`src/hdl/hps_pkg.sv`:
```
package hps_pkg;
  // ---------------------------------------------------------------
  // register map
  // ---------------------------------------------------------------
  localparam logic [7:0] ADDR_PRESCALE = 8'ha0;
  localparam logic [7:0] ADDR_ACCUM    = 8'ha1;
  localparam logic [7:0] ADDR_PFGW     = 8'ha2;
  localparam logic [7:0] RST_PRESCALE  = 8'h01;
  localparam logic [7:0] RST_ACCUM     = 8'h00;
  localparam logic [7:0] RST_PFGW      = 8'h00;
  // ---------------------------------------------------------------
  // field layout
  // ---------------------------------------------------------------
  localparam int RATIO_LSB  = 0;
  localparam int RATIO_W    = 6;
  localparam int ACL_LSB    = 0;
  localparam int ACL_W      = 6;
  localparam int DCG_LSB    = 0;
  localparam int DCG_W      = 3;
  localparam int WEIGHT_BIT = 3;
  localparam int PFY_LSB    = 4;
  localparam int PFUV_LSB   = 6;
  localparam int PF_W       = 2;
  // ---------------------------------------------------------------
  // fine scaler limits
  // ---------------------------------------------------------------
  localparam int              PHASE_INC_W     = 13;
  localparam logic [12:0]     PHASE_INC_MIN   = 13'h012c;
  localparam logic [12:0]     PHASE_INC_MAX   = 13'h1fff;
  localparam int              PHASE_UNITY     = 1024;
  localparam int              PHASE_FRAC_BITS = 6;
  // ---------------------------------------------------------------
  // prefilter normalisation shifts
  // ---------------------------------------------------------------
  localparam int SH_121   = 2;
  localparam int SH_WIDE  = 5;
  localparam int SH_12221 = 3;
  localparam int PF_TAPS  = 7;
  // ---------------------------------------------------------------
  // buffering
  // ---------------------------------------------------------------
  localparam int FIFO_DEPTH   = 16;
  localparam int READY_MARGIN = 4;
  typedef enum logic [1:0] {PF_BYPASS, PF_121, PF_WIDE, PF_12221} hps_pf_e;
  typedef enum logic {LN_IDLE, LN_ACTIVE} hps_line_e;
endpackage : hps_pkg

```
`src/hdl/hps_fifo.sv`:
```
`timescale 1ns/1ns
`default_nettype none
module hps_fifo #(
  parameter int W     = 17,
  parameter int DEPTH = 16
) (
  input  wire logic                       i_clk,
  input  wire logic                       i_rst_n,
  input  wire logic                       i_valid,
  output logic                            o_ready,
  input  wire logic [W-1:0]               i_data,
  output logic                            o_valid,
  input  wire logic                       i_ready,
  output logic [W-1:0]                    o_data,
  output logic [$clog2(DEPTH+1)-1:0]      o_free
);
  localparam int AW = $clog2(DEPTH);
  localparam int CW = $clog2(DEPTH+1);
  logic [W-1:0]  mem_q [DEPTH];
  logic [W-1:0]  mem_d [DEPTH];
  logic [AW-1:0] wr_q, wr_d, rd_q, rd_d;
  logic [CW-1:0] cnt_q, cnt_d;
  logic          ov_q, ov_d;
  logic [W-1:0]  od_q, od_d;
  logic          push, pop;
  // ---------------------------------------------------------------
  // next state
  // ---------------------------------------------------------------
  always_comb begin
    push  = i_valid && (cnt_q != CW'(DEPTH));
    pop   = (cnt_q != '0) && (!ov_q || i_ready);
    mem_d = mem_q;
    wr_d  = wr_q;
    rd_d  = rd_q;
    cnt_d = cnt_q;
    ov_d  = ov_q;
    od_d  = od_q;
    if (push) begin
      mem_d[wr_q] = i_data;
      wr_d        = (wr_q == AW'(DEPTH-1)) ? '0 : wr_q + 1'b1;
    end
    if (pop) begin
      od_d = mem_q[rd_q];
      ov_d = 1'b1;
      rd_d = (rd_q == AW'(DEPTH-1)) ? '0 : rd_q + 1'b1;
    end else if (i_ready) begin
      ov_d = 1'b0;
    end
    cnt_d = cnt_q + CW'(push) - CW'(pop);
  end
  always_ff @(posedge i_clk or negedge i_rst_n) begin
    if (!i_rst_n) begin
      wr_q  <= '0;
      rd_q  <= '0;
      cnt_q <= '0;
      ov_q  <= 1'b0;
      od_q  <= '0;
    end else begin
      wr_q  <= wr_d;
      rd_q  <= rd_d;
      cnt_q <= cnt_d;
      ov_q  <= ov_d;
      od_q  <= od_d;
    end
  end
  always_ff @(posedge i_clk) begin
    mem_q <= mem_d;
  end
  assign o_ready = (cnt_q != CW'(DEPTH));
  assign o_valid = ov_q;
  assign o_data  = od_q;
  assign o_free  = CW'(DEPTH) - cnt_q;
endmodule : hps_fifo
`default_nettype wire

```
`src/hdl/hps_prefilter.sv`:
```
`timescale 1ns/1ns
`default_nettype none
module hps_prefilter #(
  parameter int W    = 8,
  parameter bit LUMA = 1'b1
) (
  input  wire logic          i_clk,
  input  wire logic          i_rst_n,
  input  wire logic          i_valid,
  input  wire logic          i_sol,
  input  wire logic          i_eol,
  input  wire logic [1:0]    i_sel,
  input  wire logic [W-1:0]  i_data,
  output logic               o_valid,
  output logic               o_sol,
  output logic               o_eol,
  output logic [W-1:0]       o_filt,
  output logic [W-1:0]       o_raw
);
  localparam int NT = hps_pkg::PF_TAPS;
  logic [W-1:0] tap_q [NT];
  logic [W-1:0] tap_d [NT];
  logic [W-1:0] filt_q, filt_d, raw_q, raw_d;
  logic         v_q, s_q, e_q;
  logic signed [W+8:0] acc;
  logic signed [W+8:0] shf;
  // ---------------------------------------------------------------
  // kernels
  // ---------------------------------------------------------------
  function automatic logic signed [5:0] coef(input logic [1:0] sel, input int i);
    logic signed [5:0] c;
    c = 6'sd0;
    case (hps_pkg::hps_pf_e'(sel))
      hps_pkg::PF_BYPASS: c = (i == 3) ? 6'sd1 : 6'sd0;
      hps_pkg::PF_121:    c = (i == 3) ? 6'sd2 : ((i == 2 || i == 4) ? 6'sd1 : 6'sd0);
      hps_pkg::PF_12221:  c = (i == 1 || i == 5) ? 6'sd1 : ((i == 0 || i == 6) ? 6'sd0 : 6'sd2);
      hps_pkg::PF_WIDE: begin
        if (LUMA) begin
          case (i)
            0, 6:    c = -6'sd4;
            1, 5:    c = 6'sd4;
            2, 4:    c = 6'sd7;
            default: c = 6'sd18;
          endcase
        end else begin
          case (i)
            1, 5:    c = 6'sd3;
            2, 4:    c = 6'sd8;
            3:       c = 6'sd10;
            default: c = 6'sd0;
          endcase
        end
      end
      default: c = 6'sd0;
    endcase
    return c;
  endfunction : coef
  // ---------------------------------------------------------------
  // window and sum
  // ---------------------------------------------------------------
  always_comb begin
    tap_d  = tap_q;
    filt_d = filt_q;
    raw_d  = raw_q;
    acc    = '0;
    shf    = '0;
    if (i_valid) begin
      for (int i = NT-1; i > 0; i--) begin
        tap_d[i] = i_sol ? i_data : tap_q[i-1];
      end
      tap_d[0] = i_data;
      for (int i = 0; i < NT; i++) begin
        acc = acc + (W+9)'(coef(i_sel, i)) * (W+9)'($signed({1'b0, tap_d[i]}));
      end
      case (hps_pkg::hps_pf_e'(i_sel))
        hps_pkg::PF_121:   shf = acc >>> hps_pkg::SH_121;
        hps_pkg::PF_WIDE:  shf = acc >>> hps_pkg::SH_WIDE;
        hps_pkg::PF_12221: shf = acc >>> hps_pkg::SH_12221;
        default:           shf = acc;
      endcase
      if (shf < 0) begin
        filt_d = '0;
      end else if (shf > (W+9)'((1 << W) - 1)) begin
        filt_d = '1;
      end else begin
        filt_d = shf[W-1:0];
      end
      raw_d = tap_d[3];
    end
  end
  always_ff @(posedge i_clk or negedge i_rst_n) begin
    if (!i_rst_n) begin
      for (int i = 0; i < NT; i++) begin
        tap_q[i] <= '0;
      end
      filt_q <= '0;
      raw_q  <= '0;
      v_q    <= 1'b0;
      s_q    <= 1'b0;
      e_q    <= 1'b0;
    end else begin
      tap_q  <= tap_d;
      filt_q <= filt_d;
      raw_q  <= raw_d;
      v_q    <= i_valid;
      s_q    <= i_valid && i_sol;
      e_q    <= i_valid && i_eol;
    end
  end
  assign o_valid = v_q;
  assign o_sol   = s_q;
  assign o_eol   = e_q;
  assign o_filt  = filt_q;
  assign o_raw   = raw_q;
endmodule : hps_prefilter
`default_nettype wire

```
`src/hdl/hps_prescaler.sv`:
```
`timescale 1ns/1ns
`default_nettype none
module hps_prescaler #(
  parameter int W     = 8,
  parameter int DEPTH = hps_pkg::FIFO_DEPTH
) (
  input  wire logic          I_CLK_SYS,
  input  wire logic          I_RESET_N,
  input  wire logic          I_REG_WR,
  input  wire logic [7:0]    I_REG_ADDR,
  input  wire logic [7:0]    I_REG_WDATA,
  output logic [7:0]         O_REG_RDATA,
  input  wire logic          I_PIX_VALID,
  input  wire logic          I_PIX_SOL,
  input  wire logic          I_PIX_EOL,
  input  wire logic [W-1:0]  I_PIX_Y,
  input  wire logic [W-1:0]  I_PIX_C,
  output logic               O_PIX_READY,
  input  wire logic [12:0]   I_FINE_PHASE_INC,
  output logic [12:0]        O_FINE_PHASE_INC,
  output logic [6:0]         O_DC_GAIN,
  output logic               O_OUT_VALID,
  input  wire logic          I_OUT_READY,
  output logic [W-1:0]       O_OUT_Y,
  output logic [W-1:0]       O_OUT_C,
  output logic               O_OUT_EOL
);
  localparam int AW = 16;
  localparam int FW = 2*W + 1;
  localparam int CW = $clog2(DEPTH+1);
  // ---------------------------------------------------------------
  // declarations
  // ---------------------------------------------------------------
  logic [7:0]    ratio_q, ratio_d, accl_q, accl_d, pfgw_q, pfgw_d;
  logic [7:0]    rdata_q, rdata_d;
  logic [12:0]   inc_q, inc_d;
  logic [6:0]    gain_q, gain_d;
  logic          rdy_q, rdy_d;
  logic [5:0]    psc, acl;
  logic [2:0]    dcg;
  logic          dbl;
  logic          fv, fsol, feol;
  logic [W-1:0]  fy, fc, ry, rc;
  logic [5:0]    phase_q, phase_d;
  logic          sel_q, sel_d;
  logic          first_q, first_d;
  hps_pkg::hps_line_e line_q, line_d;
  logic [AW-1:0] accy_q [2];
  logic [AW-1:0] accy_d [2];
  logic [AW-1:0] accc_q [2];
  logic [AW-1:0] accc_d [2];
  logic [5:0]    cnt_q [2];
  logic [5:0]    cnt_d [2];
  logic          act_q [2];
  logic          act_d [2];
  logic          start, st, live, done;
  logic [5:0]    pos;
  logic [AW-1:0] sy, sc, dy, dc;
  logic          emv_q, emv_d, eme_q, eme_d;
  logic [W-1:0]  emy_q, emy_d, emc_q, emc_d;
  logic          f_rdy;
  logic [CW-1:0] f_free;
  logic [FW-1:0] f_out;
  logic          f_ov;
  // ---------------------------------------------------------------
  // helpers
  // ---------------------------------------------------------------
  function automatic logic [AW-1:0] wpix(input logic [W-1:0] p, input logic two);
    return two ? AW'({p, 1'b0}) : AW'(p);
  endfunction : wpix
  function automatic logic [W-1:0] norm(input logic [AW-1:0] v, input logic [2:0] n);
    logic [AW-1:0] s;
    s = v >> n;
    return (s > AW'((1 << W) - 1)) ? '1 : s[W-1:0];
  endfunction : norm
  // ---------------------------------------------------------------
  // register file
  // ---------------------------------------------------------------
  always_comb begin
    ratio_d = ratio_q;
    accl_d  = accl_q;
    pfgw_d  = pfgw_q;
    if (I_REG_WR) begin
      case (I_REG_ADDR)
        hps_pkg::ADDR_PRESCALE: ratio_d = I_REG_WDATA;
        hps_pkg::ADDR_ACCUM:    accl_d  = I_REG_WDATA;
        hps_pkg::ADDR_PFGW:     pfgw_d  = I_REG_WDATA;
        default:                ratio_d = ratio_q;
      endcase
    end
    case (I_REG_ADDR)
      hps_pkg::ADDR_PRESCALE: rdata_d = ratio_q;
      hps_pkg::ADDR_ACCUM:    rdata_d = accl_q;
      hps_pkg::ADDR_PFGW:     rdata_d = pfgw_q;
      default:                rdata_d = 8'h00;
    endcase
  end
  always_ff @(posedge I_CLK_SYS or negedge I_RESET_N) begin
    if (!I_RESET_N) begin
      ratio_q <= hps_pkg::RST_PRESCALE;
      accl_q  <= hps_pkg::RST_ACCUM;
      pfgw_q  <= hps_pkg::RST_PFGW;
      rdata_q <= 8'h00;
    end else begin
      ratio_q <= ratio_d;
      accl_q  <= accl_d;
      pfgw_q  <= pfgw_d;
      rdata_q <= rdata_d;
    end
  end
  // ---------------------------------------------------------------
  // field decode
  // ---------------------------------------------------------------
  always_comb begin
    psc = ratio_q[hps_pkg::RATIO_LSB +: hps_pkg::RATIO_W];
    if (psc == 6'h00) begin
      psc = 6'h01;
    end
    acl = accl_q[hps_pkg::ACL_LSB +: hps_pkg::ACL_W];
    dcg = pfgw_q[hps_pkg::DCG_LSB +: hps_pkg::DCG_W];
    dbl = pfgw_q[hps_pkg::WEIGHT_BIT];
    gain_d = dbl ? {acl, 1'b0} : 7'({1'b0, acl} + 7'h01);
    inc_d = I_FINE_PHASE_INC;
    if (I_FINE_PHASE_INC < hps_pkg::PHASE_INC_MIN) begin
      inc_d = hps_pkg::PHASE_INC_MIN;
    end
    rdy_d = f_free > CW'(hps_pkg::READY_MARGIN);
  end
  // ---------------------------------------------------------------
  // prefilters
  // ---------------------------------------------------------------
  hps_prefilter #(
    .W    (W),
    .LUMA (1'b1)
  ) u_pf_y (
    .i_clk   (I_CLK_SYS),
    .i_rst_n (I_RESET_N),
    .i_valid (I_PIX_VALID && rdy_q),
    .i_sol   (I_PIX_SOL),
    .i_eol   (I_PIX_EOL),
    .i_sel   (pfgw_q[hps_pkg::PFY_LSB +: hps_pkg::PF_W]),
    .i_data  (I_PIX_Y),
    .o_valid (fv),
    .o_sol   (fsol),
    .o_eol   (feol),
    .o_filt  (fy),
    .o_raw   (ry)
  );
  hps_prefilter #(
    .W    (W),
    .LUMA (1'b0)
  ) u_pf_c (
    .i_clk   (I_CLK_SYS),
    .i_rst_n (I_RESET_N),
    .i_valid (I_PIX_VALID && rdy_q),
    .i_sol   (I_PIX_SOL),
    .i_eol   (I_PIX_EOL),
    .i_sel   (pfgw_q[hps_pkg::PFUV_LSB +: hps_pkg::PF_W]),
    .i_data  (I_PIX_C),
    .o_valid (),
    .o_sol   (),
    .o_eol   (),
    .o_filt  (fc),
    .o_raw   (rc)
  );
  // ---------------------------------------------------------------
  // integer prescaler
  // ---------------------------------------------------------------
  always_comb begin
    phase_d = phase_q;
    sel_d   = sel_q;
    first_d = first_q;
    line_d  = line_q;
    accy_d  = accy_q;
    accc_d  = accc_q;
    cnt_d   = cnt_q;
    act_d   = act_q;
    emv_d   = 1'b0;
    emy_d   = emy_q;
    emc_d   = emc_q;
    eme_d   = eme_q;
    done    = 1'b0;
    dy      = '0;
    dc      = '0;
    st      = 1'b0;
    live    = 1'b0;
    pos     = '0;
    sy      = '0;
    sc      = '0;
    start   = fv && (fsol || phase_q == 6'h00) && (fsol || line_q == hps_pkg::LN_ACTIVE);
    if (fv && (fsol || line_q == hps_pkg::LN_ACTIVE)) begin
      if (fsol) begin
        first_d = 1'b1;
        line_d  = hps_pkg::LN_ACTIVE;
      end
      phase_d = (psc == 6'h01) ? 6'h00 : (fsol ? 6'h01 :
                ((phase_q + 6'h01 == psc) ? 6'h00 : phase_q + 6'h01));
      if (start) begin
        sel_d = ~sel_q;
      end
      for (int k = 0; k < 2; k++) begin
        st   = start && (1'(k) == ~sel_q);
        live = st || (act_q[k] && !fsol);
        pos  = st ? 6'h00 : cnt_q[k] + 6'h01;
        if (live) begin
          sy = (st ? '0 : accy_q[k]) + wpix(fy, dbl && pos != 6'h00 && pos != acl);
          sc = (st ? '0 : accc_q[k]) + wpix(fc, dbl && pos != 6'h00 && pos != acl);
          if (pos == acl) begin
            act_d[k] = 1'b0;
            done     = 1'b1;
            dy       = sy;
            dc       = sc;
          end else begin
            act_d[k]  = 1'b1;
            cnt_d[k]  = pos;
            accy_d[k] = sy;
            accc_d[k] = sc;
          end
        end else if (fsol) begin
          act_d[k] = 1'b0;
        end
      end
      if (feol) begin
        emv_d   = 1'b1;
        emy_d   = ry;
        emc_d   = rc;
        eme_d   = 1'b1;
        line_d  = hps_pkg::LN_IDLE;
        act_d   = '{1'b0, 1'b0};
      end else if (done) begin
        emv_d   = 1'b1;
        eme_d   = 1'b0;
        first_d = 1'b0;
        emy_d   = (first_q || fsol) ? ry : norm(dy, dcg);
        emc_d   = (first_q || fsol) ? rc : norm(dc, dcg);
      end
    end
  end
  always_ff @(posedge I_CLK_SYS or negedge I_RESET_N) begin
    if (!I_RESET_N) begin
      phase_q <= 6'h00;
      sel_q   <= 1'b0;
      first_q <= 1'b0;
      line_q  <= hps_pkg::LN_IDLE;
      for (int k = 0; k < 2; k++) begin
        accy_q[k] <= '0;
        accc_q[k] <= '0;
        cnt_q[k]  <= 6'h00;
        act_q[k]  <= 1'b0;
      end
      emv_q   <= 1'b0;
      emy_q   <= '0;
      emc_q   <= '0;
      eme_q   <= 1'b0;
      inc_q   <= hps_pkg::PHASE_INC_MIN;
      gain_q  <= 7'h00;
      rdy_q   <= 1'b0;
    end else begin
      phase_q <= phase_d;
      sel_q   <= sel_d;
      first_q <= first_d;
      line_q  <= line_d;
      accy_q  <= accy_d;
      accc_q  <= accc_d;
      cnt_q   <= cnt_d;
      act_q   <= act_d;
      emv_q   <= emv_d;
      emy_q   <= emy_d;
      emc_q   <= emc_d;
      eme_q   <= eme_d;
      inc_q   <= inc_d;
      gain_q  <= gain_d;
      rdy_q   <= rdy_d;
    end
  end
  // ---------------------------------------------------------------
  // output buffer
  // ---------------------------------------------------------------
  hps_fifo #(
    .W     (FW),
    .DEPTH (DEPTH)
  ) u_fifo (
    .i_clk   (I_CLK_SYS),
    .i_rst_n (I_RESET_N),
    .i_valid (emv_q && f_rdy),
    .o_ready (f_rdy),
    .i_data  ({eme_q, emc_q, emy_q}),
    .o_valid (f_ov),
    .i_ready (I_OUT_READY),
    .o_data  (f_out),
    .o_free  (f_free)
  );
  assign O_REG_RDATA      = rdata_q;
  assign O_PIX_READY      = rdy_q;
  assign O_FINE_PHASE_INC = inc_q;
  assign O_DC_GAIN        = gain_q;
  assign O_OUT_VALID      = f_ov;
  assign O_OUT_Y          = f_out[W-1:0];
  assign O_OUT_C          = f_out[2*W-1:W];
  assign O_OUT_EOL        = f_out[2*W];
endmodule : hps_prescaler
`default_nettype wire

```
`config.mk`:
```
export PLATFORM = sky130hd
export DESIGN_NAME = hps_prescaler
export DESIGN_NICKNAME = d
export VERILOG_FILES = /design/src/hdl/hps_pkg.sv /design/src/hdl/hps_fifo.sv /design/src/hdl/hps_prefilter.sv /design/src/hdl/hps_prescaler.sv
export SDC_FILE = /design/constraint.sdc
export NUM_CORES = 2
export LEC_CHECK = 0
export BUFFER_PORTS_ARGS = -buffer_cell sky130_fd_sc_hd__buf_2
export CAP_MARGIN = 20
export CORE_UTILIZATION = 28
export CTS_CLUSTER_DIAMETER = 40
export CTS_CLUSTER_SIZE = 24
export DETAILED_ROUTE_END_ITERATION = 10
export PLACE_DENSITY = 0.5
export SYNTH_ARGS = -nofsm -noshare
export SYNTH_HDL_FRONTEND = slang
export SYNTH_SLANG_ARGS = --single-unit
export TNS_END_PERCENT = 30
```
`constraint.sdc`:
```
create_clock -name I_CLK_SYS -period 11.57 [get_ports I_CLK_SYS]
set_input_delay 1.157 -clock I_CLK_SYS [delete_from_list [all_inputs] [get_ports I_CLK_SYS]]
set_output_delay 1.157 -clock I_CLK_SYS [all_outputs]
set_load 0.01 [all_outputs]
```
==> impl_metrics.csv <==
group,metric,value,unit
sta,fin_crit_sh,0.864,
min_path,hold_class,"input port to asynchronous set/reset pin",
critical_path,slowest_stage,"nor2_1",
routing,initialDrtViolationCount,1870,
critical_path,r2r-end,"u_pf_y.o_filt[7]",
critical_path,reg2reg_from,"pfgw_q[4]",
routing,drtAntennaViolNets,0,
global_route,track_usage,0.152,
global_route,antenna_found_initial,5,
sta,period_minus_slack,9990,ps
sta,tns,0,ps
final_layout,register_area,15600,um^2
global_route,grt_pass1_vias,29112,
yosys,syn_area,40500,um^2
power,leakagePower,20.7,nW
power,power.density,213,nW/um^2
power,switching_share,0.389,
critical_path,crit_path_max_fanout,12,
final_layout,layout-area-overhead-vs-synth,15.7,%
power,pwr-share-clk,0.309,
power,peakVddDrop,0.166,mV
global_route,grt_max_degree,144,
final_layout,final_common_cell,"inv_1",
power,p_seq_frac,0.304,
routing,viasPerCell,4.82,
clocking,numCtsBuffers,98,
yosys,yosysTopAreaCell,"edfxtp_1",
die,die_w,383,um
sta,drv_slew,0,
placement,numPortBuffers,98,
routing,wire_per_inst,18.8,um
sta,hold_viol_final,0,
critical_path,r2r_cells,34,
routing,routed_wl,111000,um
sta,relSlewSlack,0.274,
clocking,cts_num_sinks,568,
critical_path,cp.arrival,10560,ps
critical_path,slowest_delay,800,ps
sta,rsz0062_at_grt,"no",
status,status,"finished, violations left",
final_layout,fin_cells,5893,
yosys,syn_area_per_cell,10.6,um^2
die,core_area,144000,um^2
critical_path,crit_type,"register to register",
yosys,synth.ff_latch_count,568,
clocking,ctsResizeCount,0,
yosys,async_flop_share,0.521,
placement,gp_congestion,0.838,
routing,drc_errors,19,
yosys,synth_seq_area_share,0.384,
yosys,synth_warnings,0,
clocking,clockBufferDepth,3,
final_layout,mostFrequentLayoutCells,"inv_1 (393), ha_1 (391), nand2_1 (305)",
final_layout,drive_above_1_share,0.145,
critical_path,rrSetupSlack,1580,ps
yosys,synth_top_area_frac,0.201,
power,netSwitchingPower,0.00389,W
placement,hpwl,79400,um
routing,num_vias,28430,
yosys,synth.distinct_cells,96,
clocking,h-tree-depth,3,
critical_path,crit_path_end_kind,"register",
die,start_util,0.282,
final_layout,antenna_cells,0,
final_layout,multi_input_area,23000,um^2
die,die_h,383,um
sta,skew,105,ps
clocking,cts_hold_buf,0,
clocking,cts_setup_buffers,0,
critical_path,worstPathRequired,12140,ps
sta,setup_viol,0,
die,num_io_pins,99,
global_route,grt_pass1_wl,173000,um
sta,tightest_slew,1090,ps
yosys,syn_inst,3826,
clocking,cts_tree,"done",
status,violations,"DRC",
clocking,clk_pin_slew_worst_paths,50,ps
die,dieArea,146000,um^2
final_layout,final.fill_count,14677,
global_route,overflow,0,
yosys,synth.area.top_cells,"edfxtp_1 (20%), dfrtp_1 (18%), ha_1 (12%)",
final_layout,nNetsFinal,4518,
routing,first_pass_iters,9,
final_layout,finish.utilization,0.326,
sta,fmax,100,MHz
yosys,synth_edf_count,272,
power,power.internal,0.00610,W
die,core.rowCount,139,
critical_path,critPathLaunchType,"register",
clocking,cts-root-buf,"clkbuf_16",
placement,placed_cells,5711,
power,p_comb_frac,0.387,
run,max_cap_violations,0,
yosys,synth-main-ff-cell,"dfrtp_1",
clocking,insertion_delay,770,ps
worst max path at each step:
stage	from	end	slack (ps)	cells past startpoint
after global routing	pfgw_q[4]	u_pf_y.o_filt[2]	770	31
after detailed placement	I_PIX_SOL	u_pf_y.o_filt[5]	1380	34
final	pfgw_q[4]	u_pf_y.o_filt[7]	1580	34
after floorplan	pfgw_q[4]	u_pf_y.o_filt[5]	2370	41
after global placement	I_PIX_SOL	u_pf_y.o_filt[5]	1450	34
after CTS	pfgw_q[4]	u_pf_y.o_filt[5]	1500	34
power groups by stage:
stage	Combinational (W)	Clock [W]	Sequential [W]
global route	0.00431	0.00326	0.00310
global placement	0.00384	0	0.00307
CTS	0.00389	0.00317	0.00304
finish	0.00387	0.00309	0.00304
detailed placement	0.00386	0	0.00308
floorplan	0.00285	0	0.00286
layer usage:
layer / wire length, um / global-route usage / up-vias
li1: - / - / 13700
met1: 52800 / 0.211 / 14083
met2: 51700 / 0.249 / 514
met3: 3870 / 0.0242 / 133
met4: 2220 / 0.0344 / 0
met5: 0 / 0 / -
sequential cells by signal, indices dropped and copies added, names as in the netlist, 12 cells and up:
name              count
accy_q               32
u_fifo.mem_q        272
u_pf_c.tap_q         40
cnt_q                12
u_pf_y.tap_q         48
O_FINE_PHASE_INC     13
accc_q               32
u_fifo.o_data        17
stage by stage:
| stage | power, W | hold WS (ps) | setup WS [ps] | area, um^2 |
|---|---|---|---|---|
| after floorplan | 0.00571 | 440 | 2370 | 40600 |
| after global placement | 0.00691 | 454 | 1450 | 43300 |
| after detailed placement | 0.00694 | 461 | 1380 | 43300 |
| after CTS | 0.0101 | 422 | 1500 | 46900 |
| after global routing | 0.0107 | 455 | 774 | 46900 |
| final | 0.0100 | 422 | 1580 | 46900 |
final cells by class:
class | instances | area share
sequential | 568 | 0.332
inverter | 398 | 0.0319
clock buffer | 111 | 0.0544
multi-input combinational | 2697 | 0.490
tap | 1903 | 0.0508
timing repair buffer | 146 | 0.0187
clock inverter | 70 | 0.0221
logic make-up (layout without fill, tap and decap cells):
| family | Yosys count | after routing | synth area share |
|---|---|---|---|
| other cells | 2 | 11 | 0.000185 |
| xor+xnor | 162 | 162 | 0.0352 |
| compound gates | 812 | 812 | 0.126 |
| buf+inv | 570 | 725 | 0.0533 |
| flops | 568 | 568 | 0.384 |
| fa+ha+maj | 557 | 557 | 0.203 |
| mux | 223 | 223 | 0.0881 |
| simple gates | 932 | 932 | 0.111 |
worst max-delay path, delay by kind of cell, from the launching register on:
family                     cells  cell delay, ps
AOI/OAI and AO/OA             13            2810
xor gates and xnor gates       2             490
adders and majority gates     10            4240
buffers and inverters          6             640
DFF                            1             530
and+or+nand+nor                3            1120
Yosys cell counts, types with 43 or more instances:
cell and instances:
edfxtp_1 272, inv_1 394, xor2_1 51, nand2b_1 43, nand2_1 306, mux2_2 99
a21o_1 45, nor2_1 251, a21oi_1 262, mux4_2 97, nor2b_1 83, fa_1 166
clkbuf_1 150, dfrtp_1 291, and2_1 70, xnor2_1 110, ha_1 391, o21ai_0 222
Power figures use the tool's default switching activity.
